<file path="src/gpio_cfg_regs.svh">
// Purpose: Offsets, indices and reset values for the port configuration block.
// Assumes: One eight-bit bus access per cycle, ports A to D.
// Notes: Included by the package and the design file.
`ifndef GPIO_CFG_REGS_SVH
`define GPIO_CFG_REGS_SVH
`define PORT_ADDR_OFS 8'h00
`define PORT_CTRL_OFS 8'h01
`define IDX_ALT_ENABLE 8'h02
`define IDX_DRAIN_CTRL 8'h03
`define ALT_EN_RST_ABC 8'h00
`define ALT_EN_RST_D 8'h01
`define DRAIN_RST 8'h00
`define PORT_D_NUM 2'h3
`define NUM_PORTS 4
`endif

</file>
<file path="src/gpio_cfg_pkg.sv">
// Purpose: Types shared by the port configuration block.
// Assumes: Constants come from the register header.
// Notes: Holds types only.
`include "gpio_cfg_regs.svh"
package gpio_cfg_pkg;
  typedef logic [7:0] byte_t;
  typedef struct packed {
    byte_t [`NUM_PORTS-1:0] port_index;
    byte_t [`NUM_PORTS-1:0] alt_function_enable_sub;
    byte_t [`NUM_PORTS-1:0] drain_control_sub;
    byte_t rd_data;
    logic [`NUM_PORTS-1:0][7:0] pin_oe;
    logic [`NUM_PORTS-1:0][7:0] pin_out;
  } cfg_state_t;
endpackage : gpio_cfg_pkg

</file>
<file path="src/gpio_altfunc_opendrain_cfg.sv">
// Purpose: Alternate-function enable and open-drain control for ports A to D.
// Assumes: The direction, output data and set bytes live elsewhere and come in as inputs,
//          as do the alternate functions' drive values and enables.
// Notes: Pin outputs are registered, so pins follow settings one cycle late.
//        Open drain only stops the high drive; a low level is still sunk by the pin.
//        Nothing here stops software from enabling a pin that has no alternate function,
//        so that guard stays with the software.
`timescale 1ns/1ps
`include "gpio_cfg_regs.svh"
module gpio_altfunc_opendrain_cfg
  import gpio_cfg_pkg::*;
(
  input wire logic sys_clk,
  input wire logic rst_n,
  input wire logic [1:0] bus_port,
  input wire logic [7:0] bus_addr,
  input wire logic bus_wr,
  input wire logic bus_rd,
  input wire logic [7:0] bus_wdata,
  output logic [7:0] bus_rdata,
  input wire logic [`NUM_PORTS-1:0][7:0] pin_direction_bit,
  input wire logic [`NUM_PORTS-1:0][7:0] gpio_out_data,
  input wire logic [`NUM_PORTS-1:0][7:0] alt_set1,
  input wire logic [`NUM_PORTS-1:0][7:0] alt_set2,
  input wire logic [`NUM_PORTS-1:0][3:0][7:0] alt_out_data,
  input wire logic [`NUM_PORTS-1:0][3:0][7:0] alt_out_en,
  output logic [`NUM_PORTS-1:0][7:0] pin_out,
  output logic [`NUM_PORTS-1:0][7:0] pin_oe
);

  cfg_state_t cur_ff;
  cfg_state_t nxt_state;

  ////////////////////////////////////////////////////////////////////////////////
  always_comb begin
    logic [1:0] fsel;
    logic drive;
    logic level;
    nxt_state = cur_ff;
    fsel = 2'h0;
    drive = 1'b0;
    level = 1'b0;
    // A control access in the same cycle as an index write still sees the old index, so
    // software lets the index write land first.
    if (bus_wr && bus_addr == `PORT_ADDR_OFS) begin
      nxt_state.port_index[bus_port] = bus_wdata;
    end
    if (bus_wr && bus_addr == `PORT_CTRL_OFS) begin
      if (cur_ff.port_index[bus_port] == `IDX_ALT_ENABLE) begin
        nxt_state.alt_function_enable_sub[bus_port] = bus_wdata;
      end
      if (cur_ff.port_index[bus_port] == `IDX_DRAIN_CTRL) begin
        nxt_state.drain_control_sub[bus_port] = bus_wdata;
      end
    end
    // The read byte is registered and held until the next read; other indices read zero.
    if (bus_rd) begin
      nxt_state.rd_data = 8'h00;
      if (bus_addr == `PORT_ADDR_OFS) begin
        nxt_state.rd_data = cur_ff.port_index[bus_port];
      end else if (bus_addr == `PORT_CTRL_OFS) begin
        if (cur_ff.port_index[bus_port] == `IDX_ALT_ENABLE) begin
          nxt_state.rd_data = cur_ff.alt_function_enable_sub[bus_port];
        end else if (cur_ff.port_index[bus_port] == `IDX_DRAIN_CTRL) begin
          nxt_state.rd_data = cur_ff.drain_control_sub[bus_port];
        end
      end
    end
    // Open drain acts after the function mux, so alternate functions are bound by it too.
    // Each pin n of each port is handled by bit n of every byte.
    for (int p = 0; p < `NUM_PORTS; p++) begin
      for (int n = 0; n < 8; n++) begin
        fsel = {alt_set2[p][n], alt_set1[p][n]};
        if (cur_ff.alt_function_enable_sub[p][n]) begin
          drive = alt_out_en[p][fsel][n];
          level = alt_out_data[p][fsel][n];
        end else begin
          drive = pin_direction_bit[p][n] == 1'b0;
          level = gpio_out_data[p][n];
        end
        // Open drain only lets the pin pull low; a high is left to the pull-up.
        if (cur_ff.drain_control_sub[p][n] && level) begin
          drive = 1'b0;
        end
        nxt_state.pin_oe[p][n] = drive;
        nxt_state.pin_out[p][n] = level;
      end
    end
  end

  ////////////////////////////////////////////////////////////////////////////////
  always_ff @(posedge sys_clk) begin
    if (!rst_n) begin
      cur_ff <= '0;
      // Port D leaves reset with pin 0 already handed to its alternate function.
      for (int p = 0; p < `NUM_PORTS; p++) begin
        cur_ff.alt_function_enable_sub[p] <= (p == `PORT_D_NUM) ? `ALT_EN_RST_D
                                                                 : `ALT_EN_RST_ABC;
        cur_ff.drain_control_sub[p] <= `DRAIN_RST;
      end
    end else begin
      cur_ff <= nxt_state;
    end
  end

  assign bus_rdata = cur_ff.rd_data;
  assign pin_oe = cur_ff.pin_oe;
  assign pin_out = cur_ff.pin_out;

  ////////////////////////////////////////////////////////////////////////////////
  a_alt_write_idx: assert property (@(posedge sys_clk) disable iff (!rst_n)
    bus_wr && bus_addr == `PORT_CTRL_OFS && cur_ff.port_index[bus_port] == `IDX_ALT_ENABLE
    |=> cur_ff.alt_function_enable_sub[$past(bus_port)] == $past(bus_wdata))
    else $error("Alternate enable write lost.");
  a_alt_hold_idx: assert property (@(posedge sys_clk) disable iff (!rst_n)
    !(bus_wr && bus_addr == `PORT_CTRL_OFS) |=> $stable(cur_ff.alt_function_enable_sub))
    else $error("Alternate enable changed without a write.");
  a_drain_write_idx: assert property (@(posedge sys_clk) disable iff (!rst_n)
    bus_wr && bus_addr == `PORT_CTRL_OFS && cur_ff.port_index[bus_port] == `IDX_DRAIN_CTRL
    |=> cur_ff.drain_control_sub[$past(bus_port)] == $past(bus_wdata))
    else $error("Drain control write lost.");
  a_drain_hold: assert property (@(posedge sys_clk) disable iff (!rst_n)
    !(bus_wr && bus_addr == `PORT_CTRL_OFS) |=> $stable(cur_ff.drain_control_sub))
    else $error("Drain control changed without a write.");
  a_gpio_dir_pin: assert property (@(posedge sys_clk) disable iff (!rst_n)
    $past(rst_n)
    && !cur_ff.alt_function_enable_sub[0][0] && !cur_ff.drain_control_sub[0][0]
    && $stable(cur_ff.alt_function_enable_sub) && $stable(cur_ff.drain_control_sub)
    |-> pin_oe[0][0] == !$past(pin_direction_bit[0][0]))
    else $error("GPIO pin direction wrong.");
  a_open_drain_pin: assert property (@(posedge sys_clk) disable iff (!rst_n)
    (pin_out & pin_oe & $past(cur_ff.drain_control_sub)) == '0)
    else $error("Open drain pin drove high.");
  a_alt_func_pin: assert property (@(posedge sys_clk) disable iff (!rst_n)
    cur_ff.alt_function_enable_sub[2][5] && !cur_ff.drain_control_sub[2][5]
    |=> pin_oe[2][5] == $past(alt_out_en[2][{alt_set2[2][5], alt_set1[2][5]}][5])
    && pin_out[2][5] == $past(alt_out_data[2][{alt_set2[2][5], alt_set1[2][5]}][5]))
    else $error("Alternate function not driving pin.");
  a_read_back: assert property (@(posedge sys_clk) disable iff (!rst_n)
    bus_rd && bus_addr == `PORT_CTRL_OFS && cur_ff.port_index[bus_port] == `IDX_ALT_ENABLE
    |=> bus_rdata == $past(cur_ff.alt_function_enable_sub[bus_port]))
    else $error("Read back mismatch.");

  ////////////////////////////////////////////////////////////////////////////////
  // Reset values are checked at the first edge right after release, before any bus access.
  a_reset_enable: assert property (@(posedge sys_clk) disable iff (!rst_n)
    !$past(rst_n) |-> cur_ff.alt_function_enable_sub
      == {`ALT_EN_RST_D, `ALT_EN_RST_ABC, `ALT_EN_RST_ABC, `ALT_EN_RST_ABC})
    else $error("Enable byte reset value wrong.");
  a_reset_drain: assert property (@(posedge sys_clk) disable iff (!rst_n)
    !$past(rst_n) |-> cur_ff.drain_control_sub == {`NUM_PORTS{`DRAIN_RST}})
    else $error("Drain byte reset value wrong.");

  ////////////////////////////////////////////////////////////////////////////////
  // Bus side: the index register takes every write to its offset and reads back as written.
  a_index_write: assert property (@(posedge sys_clk) disable iff (!rst_n)
    bus_wr && bus_addr == `PORT_ADDR_OFS
    |=> cur_ff.port_index[$past(bus_port)] == $past(bus_wdata))
    else $error("Index write lost.");
  a_index_hold: assert property (@(posedge sys_clk) disable iff (!rst_n)
    !(bus_wr && bus_addr == `PORT_ADDR_OFS) |=> $stable(cur_ff.port_index))
    else $error("Index changed without a write.");
  a_index_read: assert property (@(posedge sys_clk) disable iff (!rst_n)
    bus_rd && bus_addr == `PORT_ADDR_OFS
    |=> bus_rdata == $past(cur_ff.port_index[bus_port]))
    else $error("Index read back mismatch.");
  // A control access at an index that names neither byte must change nothing and read zero.
  a_bad_index_ignored: assert property (@(posedge sys_clk) disable iff (!rst_n)
    bus_wr && bus_addr == `PORT_CTRL_OFS
    && cur_ff.port_index[bus_port] != `IDX_ALT_ENABLE
    && cur_ff.port_index[bus_port] != `IDX_DRAIN_CTRL
    |=> $stable(cur_ff.alt_function_enable_sub) && $stable(cur_ff.drain_control_sub))
    else $error("Write at an unused index changed a byte.");
  a_refused_read: assert property (@(posedge sys_clk) disable iff (!rst_n)
    bus_rd && bus_addr == `PORT_CTRL_OFS
    && cur_ff.port_index[bus_port] != `IDX_ALT_ENABLE
    && cur_ff.port_index[bus_port] != `IDX_DRAIN_CTRL
    |=> bus_rdata == 8'h00)
    else $error("Read at an unused index returned data.");
  a_unmapped_read: assert property (@(posedge sys_clk) disable iff (!rst_n)
    bus_rd && bus_addr != `PORT_ADDR_OFS && bus_addr != `PORT_CTRL_OFS
    |=> bus_rdata == 8'h00)
    else $error("Read at an unmapped offset returned data.");
  a_drain_read_back: assert property (@(posedge sys_clk) disable iff (!rst_n)
    bus_rd && bus_addr == `PORT_CTRL_OFS && cur_ff.port_index[bus_port] == `IDX_DRAIN_CTRL
    |=> bus_rdata == $past(cur_ff.drain_control_sub[bus_port]))
    else $error("Drain read back mismatch.");
  a_rdata_hold: assert property (@(posedge sys_clk) disable iff (!rst_n)
    !bus_rd |=> $stable(bus_rdata))
    else $error("Read data changed without a read.");

  ////////////////////////////////////////////////////////////////////////////////
  // Pin side, all pins at once. Pin flops lag their inputs by one edge, so settings and
  // inputs are taken one edge back, and the first edge after reset is skipped.
  a_gpio_dir_all: assert property (@(posedge sys_clk) disable iff (!rst_n)
    $past(rst_n) |-> ((pin_oe ^ ~$past(pin_direction_bit))
      & ~$past(cur_ff.alt_function_enable_sub) & ~$past(cur_ff.drain_control_sub)) == '0)
    else $error("GPIO pin enable does not follow its direction bit.");
  a_gpio_level_all: assert property (@(posedge sys_clk) disable iff (!rst_n)
    $past(rst_n) |-> ((pin_out ^ $past(gpio_out_data))
      & ~$past(cur_ff.alt_function_enable_sub)) == '0)
    else $error("GPIO pin level does not follow its output data.");
  a_drain_sinks_low: assert property (@(posedge sys_clk) disable iff (!rst_n)
    $past(rst_n) |-> (~pin_oe & ~pin_out & ~$past(pin_direction_bit)
      & ~$past(cur_ff.alt_function_enable_sub)) == '0)
    else $error("Output pin stopped sinking a low level.");

endmodule : gpio_altfunc_opendrain_cfg

</file>
<file path="config.mk">
export PLATFORM = sky130hd
export DESIGN_NAME = gpio_altfunc_opendrain_cfg
export DESIGN_NICKNAME = d
export VERILOG_FILES = /design/src/gpio_cfg_pkg.sv /design/src/gpio_altfunc_opendrain_cfg.sv
export VERILOG_INCLUDE_DIRS = /design/src /design/src/src
export SDC_FILE = /design/constraint.sdc
export NUM_CORES = 1
export LEC_CHECK = 0
export BUFFER_PORTS_ARGS = -buffer_cell sky130_fd_sc_hd__buf_2
export CAP_MARGIN = 25
export CORE_AREA = 5 5 183 185
export CTS_CLUSTER_DIAMETER = 30
export CTS_CLUSTER_SIZE = 12
export DETAILED_ROUTE_END_ITERATION = 8
export DIE_AREA = 0 0 188 190
export GPL_TIMING_DRIVEN = 0
export PLACE_DENSITY_LB_ADDON = 0.1
export SYNTH_ARGS = -nofsm -noshare
export SYNTH_HDL_FRONTEND = slang
export SYNTH_SLANG_ARGS = --single-unit
</file>
<file path="constraint.sdc">
create_clock -name sys_clk -period 2.1 [get_ports sys_clk]
set_input_delay 0.105 -clock sys_clk [delete_from_list [all_inputs] [get_ports sys_clk]]
set_output_delay 0.105 -clock sys_clk [all_outputs]
set_load 0.02 [all_outputs]
</file>
Word-level counts from Yosys, hierarchy flattened
Index checks and enable logic that the tools add are counted.
{"block": "totals", "output_inout_bits": 72, "regBits": 168, "word_cells": 396}
{"block": "op_classes", "n_lt_le_gt_ge": 34, "n_bitwise": 33, "mux": 207, "n_reduce_logical": 70, "n_eq_ne": 3}
{"operator": "$bmux W8 S2", "n": 67}
{"operator": "$mux W8", "n": 16}
{"operator": "$lt A2 B3 Y1 const B", "n": 33}
{"operator": "$bwmux W32", "n": 3}
{"operator": "$mux W1", "n": 72}
{"operator": "$reduce_or A2 Y1", "n": 32}
{"operator": "$mux W7", "n": 8}
{"operator": "$mux W6", "n": 8}
{"operator": "$mux W5", "n": 8}
{"operator": "$logic_and A1 B1 Y1", "n": 35}
{"operator": "$not A1 Y1", "n": 33}
{"operator": "$mux W4", "n": 8}
{"operator": "$mux W3", "n": 8}
{"operator": "$demux W8 S2", "n": 1}
{"operator": "$eq A8 B2 Y1 const B", "n": 2}
{"operator": "$mux W2", "n": 8}
{"operator": "$eq A8 B1 Y1 const B", "n": 1}
{"operator": "$logic_not A8 Y1", "n": 1}
{"operator": "$reduce_and A2 Y1", "n": 2}
{"operator": "$ge A2 B1 Y1 const B", "n": 1}

Logic depth before layout (Yosys ltp)
Gate-level depths: netlist of the first run.
{"block": "depth", "word_depth": 7, "ltp_mapped": 7, "depth_no_buf": 4}

Worst setup path after synthesis of the first run
Ideal clock, no wire load.
{"block": "synth_timing", "path_kind": "input to register", "start": "input port bus_port[0]", "end": "register cur_ff[121] (netlist name)", "t_arrival_ns": 2.108, "setup_time_ns": 0.126, "required_time_ns": 1.974, "path_stages": 6, "setup_slack_ns": -0.134, "n_path_buf": 2, "path_cell_list": "clkbuf_1 mux4_2 nor4b_4 buf_8 nand4_4 mux2i_1"}
{"block": "synth_between", "elab_chain_cells": 5, "word_cells_on_any_way": 10}
{"element": "start: declaration", "line": "gpio_altfunc_opendrain_cfg.sv:15", "source": "input wire logic [1:0] bus_port,"}
{"element": "$lt A2 B3 Y1 (implied by the code) / $ge A2 B1 Y1 (equally long branches)", "line": "gpio_altfunc_opendrain_cfg.sv:50", "source": "nxt_state.alt_function_enable_sub[bus_port] = bus_wdata;"}
{"element": "$logic_and A1 B1 Y1 (implied by the code)", "line": "gpio_altfunc_opendrain_cfg.sv:50"}
{"element": "$mux W8 (implied by the code)", "line": "gpio_altfunc_opendrain_cfg.sv:50"}
{"element": "$demux W8 S2", "line": "gpio_altfunc_opendrain_cfg.sv:50"}
{"element": "$bwmux W32", "line": "gpio_altfunc_opendrain_cfg.sv:50"}
{"element": "end signal: assignment", "line": "gpio_altfunc_opendrain_cfg.sv:102", "source": "cur_ff <= nxt_state;"}
{"element": "end: declaration", "line": "gpio_altfunc_opendrain_cfg.sv:31", "source": "cfg_state_t cur_ff;"}
Several ways; a longest one is shown, not always the timed one. The select of a mux whose other input is x is not followed.
A chain may end at the register's enable or synchronous reset.

Worst setup path after layout of the first run
{"block": "layout_timing", "start": "register cur_ff[163] (netlist name)", "end": "register cur_ff[112] (netlist name)"}
{"block": "layout_between", "elab_chain_cells": 4}
{"element": "$bmux W8 S2", "line": "gpio_altfunc_opendrain_cfg.sv:49", "source": "if (cur_ff.port_index[bus_port] == `IDX_ALT_ENABLE) begin"}
{"element": "$mux W8 (implied by the code)", "line": "gpio_altfunc_opendrain_cfg.sv:49"}
{"element": "$eq A8 B2 Y1 (no source line)"}
{"element": "$reduce_and A2 Y1 (no source line)"}
No other way between the ends. The select of a mux whose other input is x is not followed.

==> impl_metrics.py, run 1 <==
metrics = {
    "synth": {
        "ys_ff_latch": 168,
        "ys_types": 33,
        "yosysSeqAreaShare_pct": 36.76,
        "syn_nets": 1199,
        "syn-cell-area_um2": 9150,
        "syn_inst": 793,
        "avgSynthCellArea_um2": 11.54,
        "synth-warning-count": 0,
    },
    "clocking": {
        "cts_num_sinks": 168,
        "insertion_delay_ps": 440,
        "ctsRootBufferMaster": "clkbuf_16",
        "cts_tree": "yes",
        "cts_made_buffers": 17,
        "clk_pin_slew_ps": 70,
        "ctsHtreeMaxLevel": 4,
        "cts_buffer_depth": 2,
    },
    "worst_setup_path": {
        "cp.arrival_ps": 2340,
        "start_kind": "register",
        "cp_top_family": "multiplexers",
        "crit_required_ps": 2410,
        "slowest_stage": "mux4_2",
        "cpMostUsedCell": "buf_12",
        "crit_fanout": 10,
        "path_class": "register to register",
        "slowest_delay_ps": 530,
        "path_buf_inv": 3,
        "end_kind": "register",
        "r2r_setup_slack_ps": 70,
        "crit_chain": "mux4_2 -> nor4b_4 -> buf_12 -> buf_6 -> nand4_4 -> buf_12 -> mux2i_1",
    },
    "floorplan": {
        "dieWidth_um": 188,
        "dieArea_um2": 35720,
        "die_y_um": 190,
        "core_um2": 31880,
        "row_count": 66,
        "io_pins": 478,
        "initial_core_util_pct": 28.71,
    },
    "layout": {
        "drive_above_1_share_pct": 53.71,
        "areaGrowthSynthToFinish_pct": 45.17,
        "finish.net_count": 1756,
        "stdcell_area_um2": 13280,
    },
    "global_routing": {
        "grt_pass1_vias": 8710,
        "overflow": 0,
        "grt_max_degree": 17,
        "antenna_found_initial": 1,
        "grt_util_all_layers_pct": 19.02,
        "grt_pass1_wl_um": 51740,
    },
    "sta": {
        "setup_viol": 0,
        "fin_crit_sh_pct": 96.74,
        "slew_headroom_pct": 30.11,
        "finClkSkew_ps": 13.31,
        "maxSlewViolCount": 0,
        "worst_pin_slew_ps": 1048,
        "timing.fmax_mhz": 492.3,
        "post-route-min-period_ps": 2031,
        "timing.final.hold_violations": 0,
        "fin_tns_setup_ps": 0,
        "hold_ws_ps": 2.139,
    },
    "hold_path": {
        "min_path_type": "input port to register",
    },
    "route": {
        "antenna_left": 0,
        "first_pass_iters": 5,
        "via_count": 8329,
        "avgViaCountPerCell": 4.700,
        "drc": 0,
        "drt_iter0_markers": 309,
        "drt-total-wl_um": 35590,
        "wire_per_inst_um": 20.09,
    },
    "place": {
        "dp_hpwl_um": 28760,
        "routabilityCongestion": 0.8448,
        "port_buffers": 474,
        "placed_area_um2": 12030,
    },
    "power_and_ir_drop": {
        "pwr_density_cell_nw_per_um2": 577.2,
        "leakagePower_nw": 6.472,
        "peakVddDrop_v": 0.0005182,
    },
    "run_status": {
        "outcome": "finished, final reports clean",
    },
    "run": {
        "drv_cap": 0,
    },
}
==> worst paths after layout <==
check,endpoint,startpoint,cells past startpoint
worst max register to register,cur_ff[112]$_SDFFE_PN0P_,cur_ff[163]$_SDFFE_PN0P_,7
worst max-delay path,cur_ff[112]$_SDFFE_PN0P_,cur_ff[163]$_SDFFE_PN0P_,7
worst min-delay path,cur_ff[154]$_SDFFE_PN0P_,bus_wdata[2],3
worst min register to register,cur_ff[93]$_SDFFE_PN0P_,cur_ff[93]$_SDFFE_PN0P_,2
==> worst register-to-register path: cells and delay by family, from the launching register on <==
kind / cells / cell delay (ps)
mux: 2 / 660
buf+inv: 3 / 480
flops: 1 / 320
simple gates: 2 / 440
==> cells by family after synthesis <==
| logic type | after synthesis | synth area share (%) |
|---|---|---|
| simple gates | 217 | 13.15 |
| compound gates | 80 | 5.360 |
| buf+inv | 104 | 7.521 |
| flops | 168 | 36.76 |
| mux | 224 | 37.21 |
==> synth_stat cells <==
cell	instances	area share, %
nor4_1	2	0.14
nand3b_1	1	0.082
nor2b_1	20	1.4
buf_4	72	5.9
a31oi_1	8	0.55
nor2_8	1	0.22
nor2_1	51	2.1
and2_1	35	2.4
nor3_1	1	0.055
and3b_1	1	0.096
or4_1	2	0.16
inv_1	1	0.041
buf_2	1	0.055
nand2_1	79	3.2
buf_8	1	0.16
and3_1	1	0.068
nor3b_1	1	0.082
mux2_2	40	4.9
mux4_1	3	0.86
o21ai_0	8	0.44
a211oi_1	32	2.6
mux4_2	85	21
buf_1	3	0.12
clkbuf_1	24	0.98
or3_1	1	0.068
nand3_1	3	0.16
mux2i_1	96	11
dfxtp_1	168	37
a21oi_1	32	1.8
buf_6	2	0.25
nand4_1	8	0.55
nand4_4	8	1.9
nor4b_4	2	0.52
==> cells in the final DEF, fill, tap and decap left out, drive strengths merged, types with 16 or more instances in the layout <==
cell type and n:
buf 562, dfxtp 168, mux2i 96, mux4 88, nand2 79, dlygate4sd3 54, nor2 52, clkbuf 44
mux2 40, and2 35, a21oi 32, a211oi 32, nor2b 20, nand4 16
==> routing by layer <==
layer  vias up  part of all wire, %  track usage [%]
met4         0                 0.99            3.670
met3        21                  6.7            4.587
met1      3958                   42            23.67
met5         -                    0                0
li1       4017                    -                -
met2       333                   50            33.81
==> report_power, final <==
part | switching (mW) | internal [mW] | leakage (nW)
combinational | 0.578 | 0.765 | 4.84
clock | 1.47 | 1.58 | 0.257
sequential | 0.0217 | 3.26 | 1.37
==> layout make-up <==
type / count / area, um^2
Antenna cell: 1 / 2.502
Buffer: 103 / 694.4
Clock buffer: 19 / 442.9
Clock inverter: 13 / 112.6
Fill cell: 3161 / 18590
Inverter: 1 / 3.754
Multi-Input combinational cell: 521 / 5095
Sequential cell: 168 / 3363
Tap cell: 408 / 510.5
Timing Repair Buffer: 538 / 3058
==> what timing repair did <==
item | CTS | global route
buffers inserted | 4 | 5
resized for setup | 4 | 3
setup endpoints to repair | 72 | 34
pin swaps | 4 | 3
hold endpoints to repair | 40 | 0
gates cloned | 0 | 0
hold buffers | 54 | 0
==> flip-flops by register name, summed over array words and instances (netlist names) <==
signal and cells:
pin_out 32, bus_rdata 8, cur_ff 96, pin_oe 32
==> per-stage QoR <==
step	util [%]	instances	total power, mW	worst slack, ps
5_1_grt	41.66	1771	7.984	-12.62
6_report	41.67	1772	7.667	68.52
2_1_floorplan	-	793	3.983	-108.0
3_3_place_gp	37.75	1675	4.625	-521.7
4_1_cts	41.47	1765	7.758	0.6404
3_5_place_dp	37.75	1675	4.634	-511.2
(Power assumes the default switching activity.)
==> run 2: changes to the inputs <==
--- a/config.mk
+++ b/config.mk
@@ -8,11 +8,12 @@
 export LEC_CHECK = 0
 export BUFFER_PORTS_ARGS = -buffer_cell sky130_fd_sc_hd__buf_2
 export CAP_MARGIN = 25
-export CORE_AREA = 5 5 183 185
+export CORE_AREA = 8 8 181 183
 export CTS_CLUSTER_DIAMETER = 30
 export CTS_CLUSTER_SIZE = 12
 export DETAILED_ROUTE_END_ITERATION = 8
-export DIE_AREA = 0 0 188 190
+export DIE_AREA = 0 0 189 191
+export GPL_ROUTABILITY_DRIVEN = 1
 export GPL_TIMING_DRIVEN = 0
 export PLACE_DENSITY_LB_ADDON = 0.1
 export SYNTH_ARGS = -nofsm -noshare
==> run 2 against run 1 <==
Net effect:
- critical endpoint is now cur_ff[108]$_SDFFE_PN0P_
- power grew 5.3%
- first-iteration DRC count grew 12%
- utilization grew 2.6 points
- highest routed layer unchanged
- clock-buffer cell count is the same
==> impl_metrics.py, run 2 (synthesized netlist as in run 1, its figures left out) <==
metrics = {
    "run_status": {
        "outcome": "finished, final reports clean",
    },
    "floorplan": {
        "core_um2": 30030,
        "dieWidth_um": 189,
        "io_pins": 478,
        "row_count": 64,
        "die_y_um": 191,
        "initial_core_util_pct": 30.47,
        "dieArea_um2": 36100,
    },
    "route": {
        "avgViaCountPerCell": 4.776,
        "antenna_left": 0,
        "drt_iter0_markers": 345,
        "drc": 0,
        "via_count": 8373,
        "first_pass_iters": 5,
        "wire_per_inst_um": 20.89,
        "drt-total-wl_um": 36620,
    },
    "layout": {
        "post-route-util_pct": 44.26,
        "finish.net_count": 1751,
        "largest_reg_flops": 96,
        "stdcell_count": 1753,
        "final_common_cell": "buf_2",
        "areaGrowthSynthToFinish_pct": 45.26,
        "drive_above_1_share_pct": 54.16,
        "top_register": "cur_ff",
        "num_antenna_cells": 0,
        "final_cell_mix": "buf_2 (475), dfxtp_1 (167), mux2i_1 (96)",
    },
    "place": {
        "dpl_worst_slack_ps": -483.9,
        "routabilityCongestion": 0.8650,
        "dp_cells": 1664,
        "port_buffers": 474,
        "dp_hpwl_um": 30110,
    },
    "sta": {
        "timing.fmax_mhz": 486.5,
        "worst_pin_slew_ps": 996.7,
        "setup_viol": 0,
        "timing.final.hold_violations": 0,
        "rsz0062_at_grt": "true",
        "slew_headroom_pct": 33.55,
        "fin_crit_sh_pct": 97.89,
        "setup_slack_ps": 44.34,
        "finClkSkew_ps": 13.48,
        "hold_ws_ps": 8.676,
        "maxSlewViolCount": 0,
        "post-route-min-period_ps": 2056,
    },
    "global_routing": {
        "grt_pass1_wl_um": 53920,
        "overflow": 0,
        "grt_pass1_vias": 9182,
        "grt_util_all_layers_pct": 19.71,
        "grt_max_degree": 17,
        "antenna_found_initial": 0,
    },
    "clocking": {
        "insertion_delay_ps": 440,
        "cts_num_sinks": 168,
        "ctsRootBufferMaster": "clkbuf_16",
        "ctsHtreeMaxLevel": 4,
        "cts_made_buffers": 17,
        "clk_pin_slew_ps": 70,
        "cts_buffer_depth": 2,
        "cts_tree": "yes",
    },
    "power_and_ir_drop": {
        "power.total_mw": 8.075,
        "leakagePower_nw": 6.506,
        "pwr_density_cell_nw_per_um2": 607.5,
        "peakVddDrop_v": 0.0004850,
    },
    "worst_setup_path": {
        "crit_required_ps": 2390,
        "path_class": "register to register",
        "cp.arrival_ps": 2350,
        "end_kind": "register",
        "start_kind": "register",
        "crit_fanout": 8,
    },
    "hold_path": {
        "min_path_type": "input port to register",
    },
    "run": {
        "drv_cap": 0,
    },
}
[run 2: cell count changes in the layout (fill, tap and decap cells not counted), moves of 2 or more]
cell / change
clkinvlp_4: -4
buf_4: +3
bufinv_16: +4
clkinv_4: +2
inv_6: -2
dlygate4sd3_1: -7
[run 2: timing repair]
item	CTS	global route
hold buffers	46	1
pin swaps	4	2
hold endpoints to repair	38	1
setup buffers	5	6
resized for setup	4	5
endpoints found under the setup margin	72	76
[run 2: metrics by stage]
stage                     TNS, ps  instance area, um^2
after floorplan             -4190                 9151
after global placement     -36380                12020
after detailed placement   -37850                12030
after CTS                       0                13220
after global routing        -1207                13290
final                           0                13290
[run 2: where the power goes]
group	internal, mW	switching (mW)	leakage, nW	total (mW)
sequential	3.26	0.0210	1.37	3.28
combinational	0.757	0.580	4.82	1.34
clock	2.07	1.39	0.312	3.46
total	6.09	1.99	6.51	8.07
[run 2: final cells by class]
class,count,area [um^2]
fillers,3001,16740
multi-input cells,521,5095
flip-flops and latches,168,3364
repair buffers,533,2990
plain buffers,103,698.2
well taps,396,495.5
clock buffers,19,452.9
clock inverters,12,191.4
inverters,1,3.754
[run 2: final timing paths]
check,start,end,slack (ps),cells after the start
hold reg to reg,cur_ff[80]$_SDFFE_PN0P_,cur_ff[80]$_SDFFE_PN0P_,490,2
setup / recovery,cur_ff[166]$_SDFFE_PN0P_,cur_ff[108]$_SDFFE_PN0P_,40,6
hold / removal,pin_direction_bit[12],pin_oe[12]$_SDFF_PP0_,9,4
setup reg to reg,cur_ff[166]$_SDFFE_PN0P_,cur_ff[108]$_SDFFE_PN0P_,40,6
[run 2: routing by layer]
layer  GRT usage (%)  vias up  part of all wire [%]
li1                -     4008                     -
met1           23.03     3993                    40
met3           5.564       28                   7.3
met4           4.690        0                   1.5
met2           35.22      344                    51
met5               0        -                     0
[run 2: critical path, stage by stage, from the launching register on]
cell	delay, ps
dfxtp_1	310
mux4_2	540
nor4b_4	340
buf_4	180
buf_4	110
nand4_4	230
mux2i_1	200
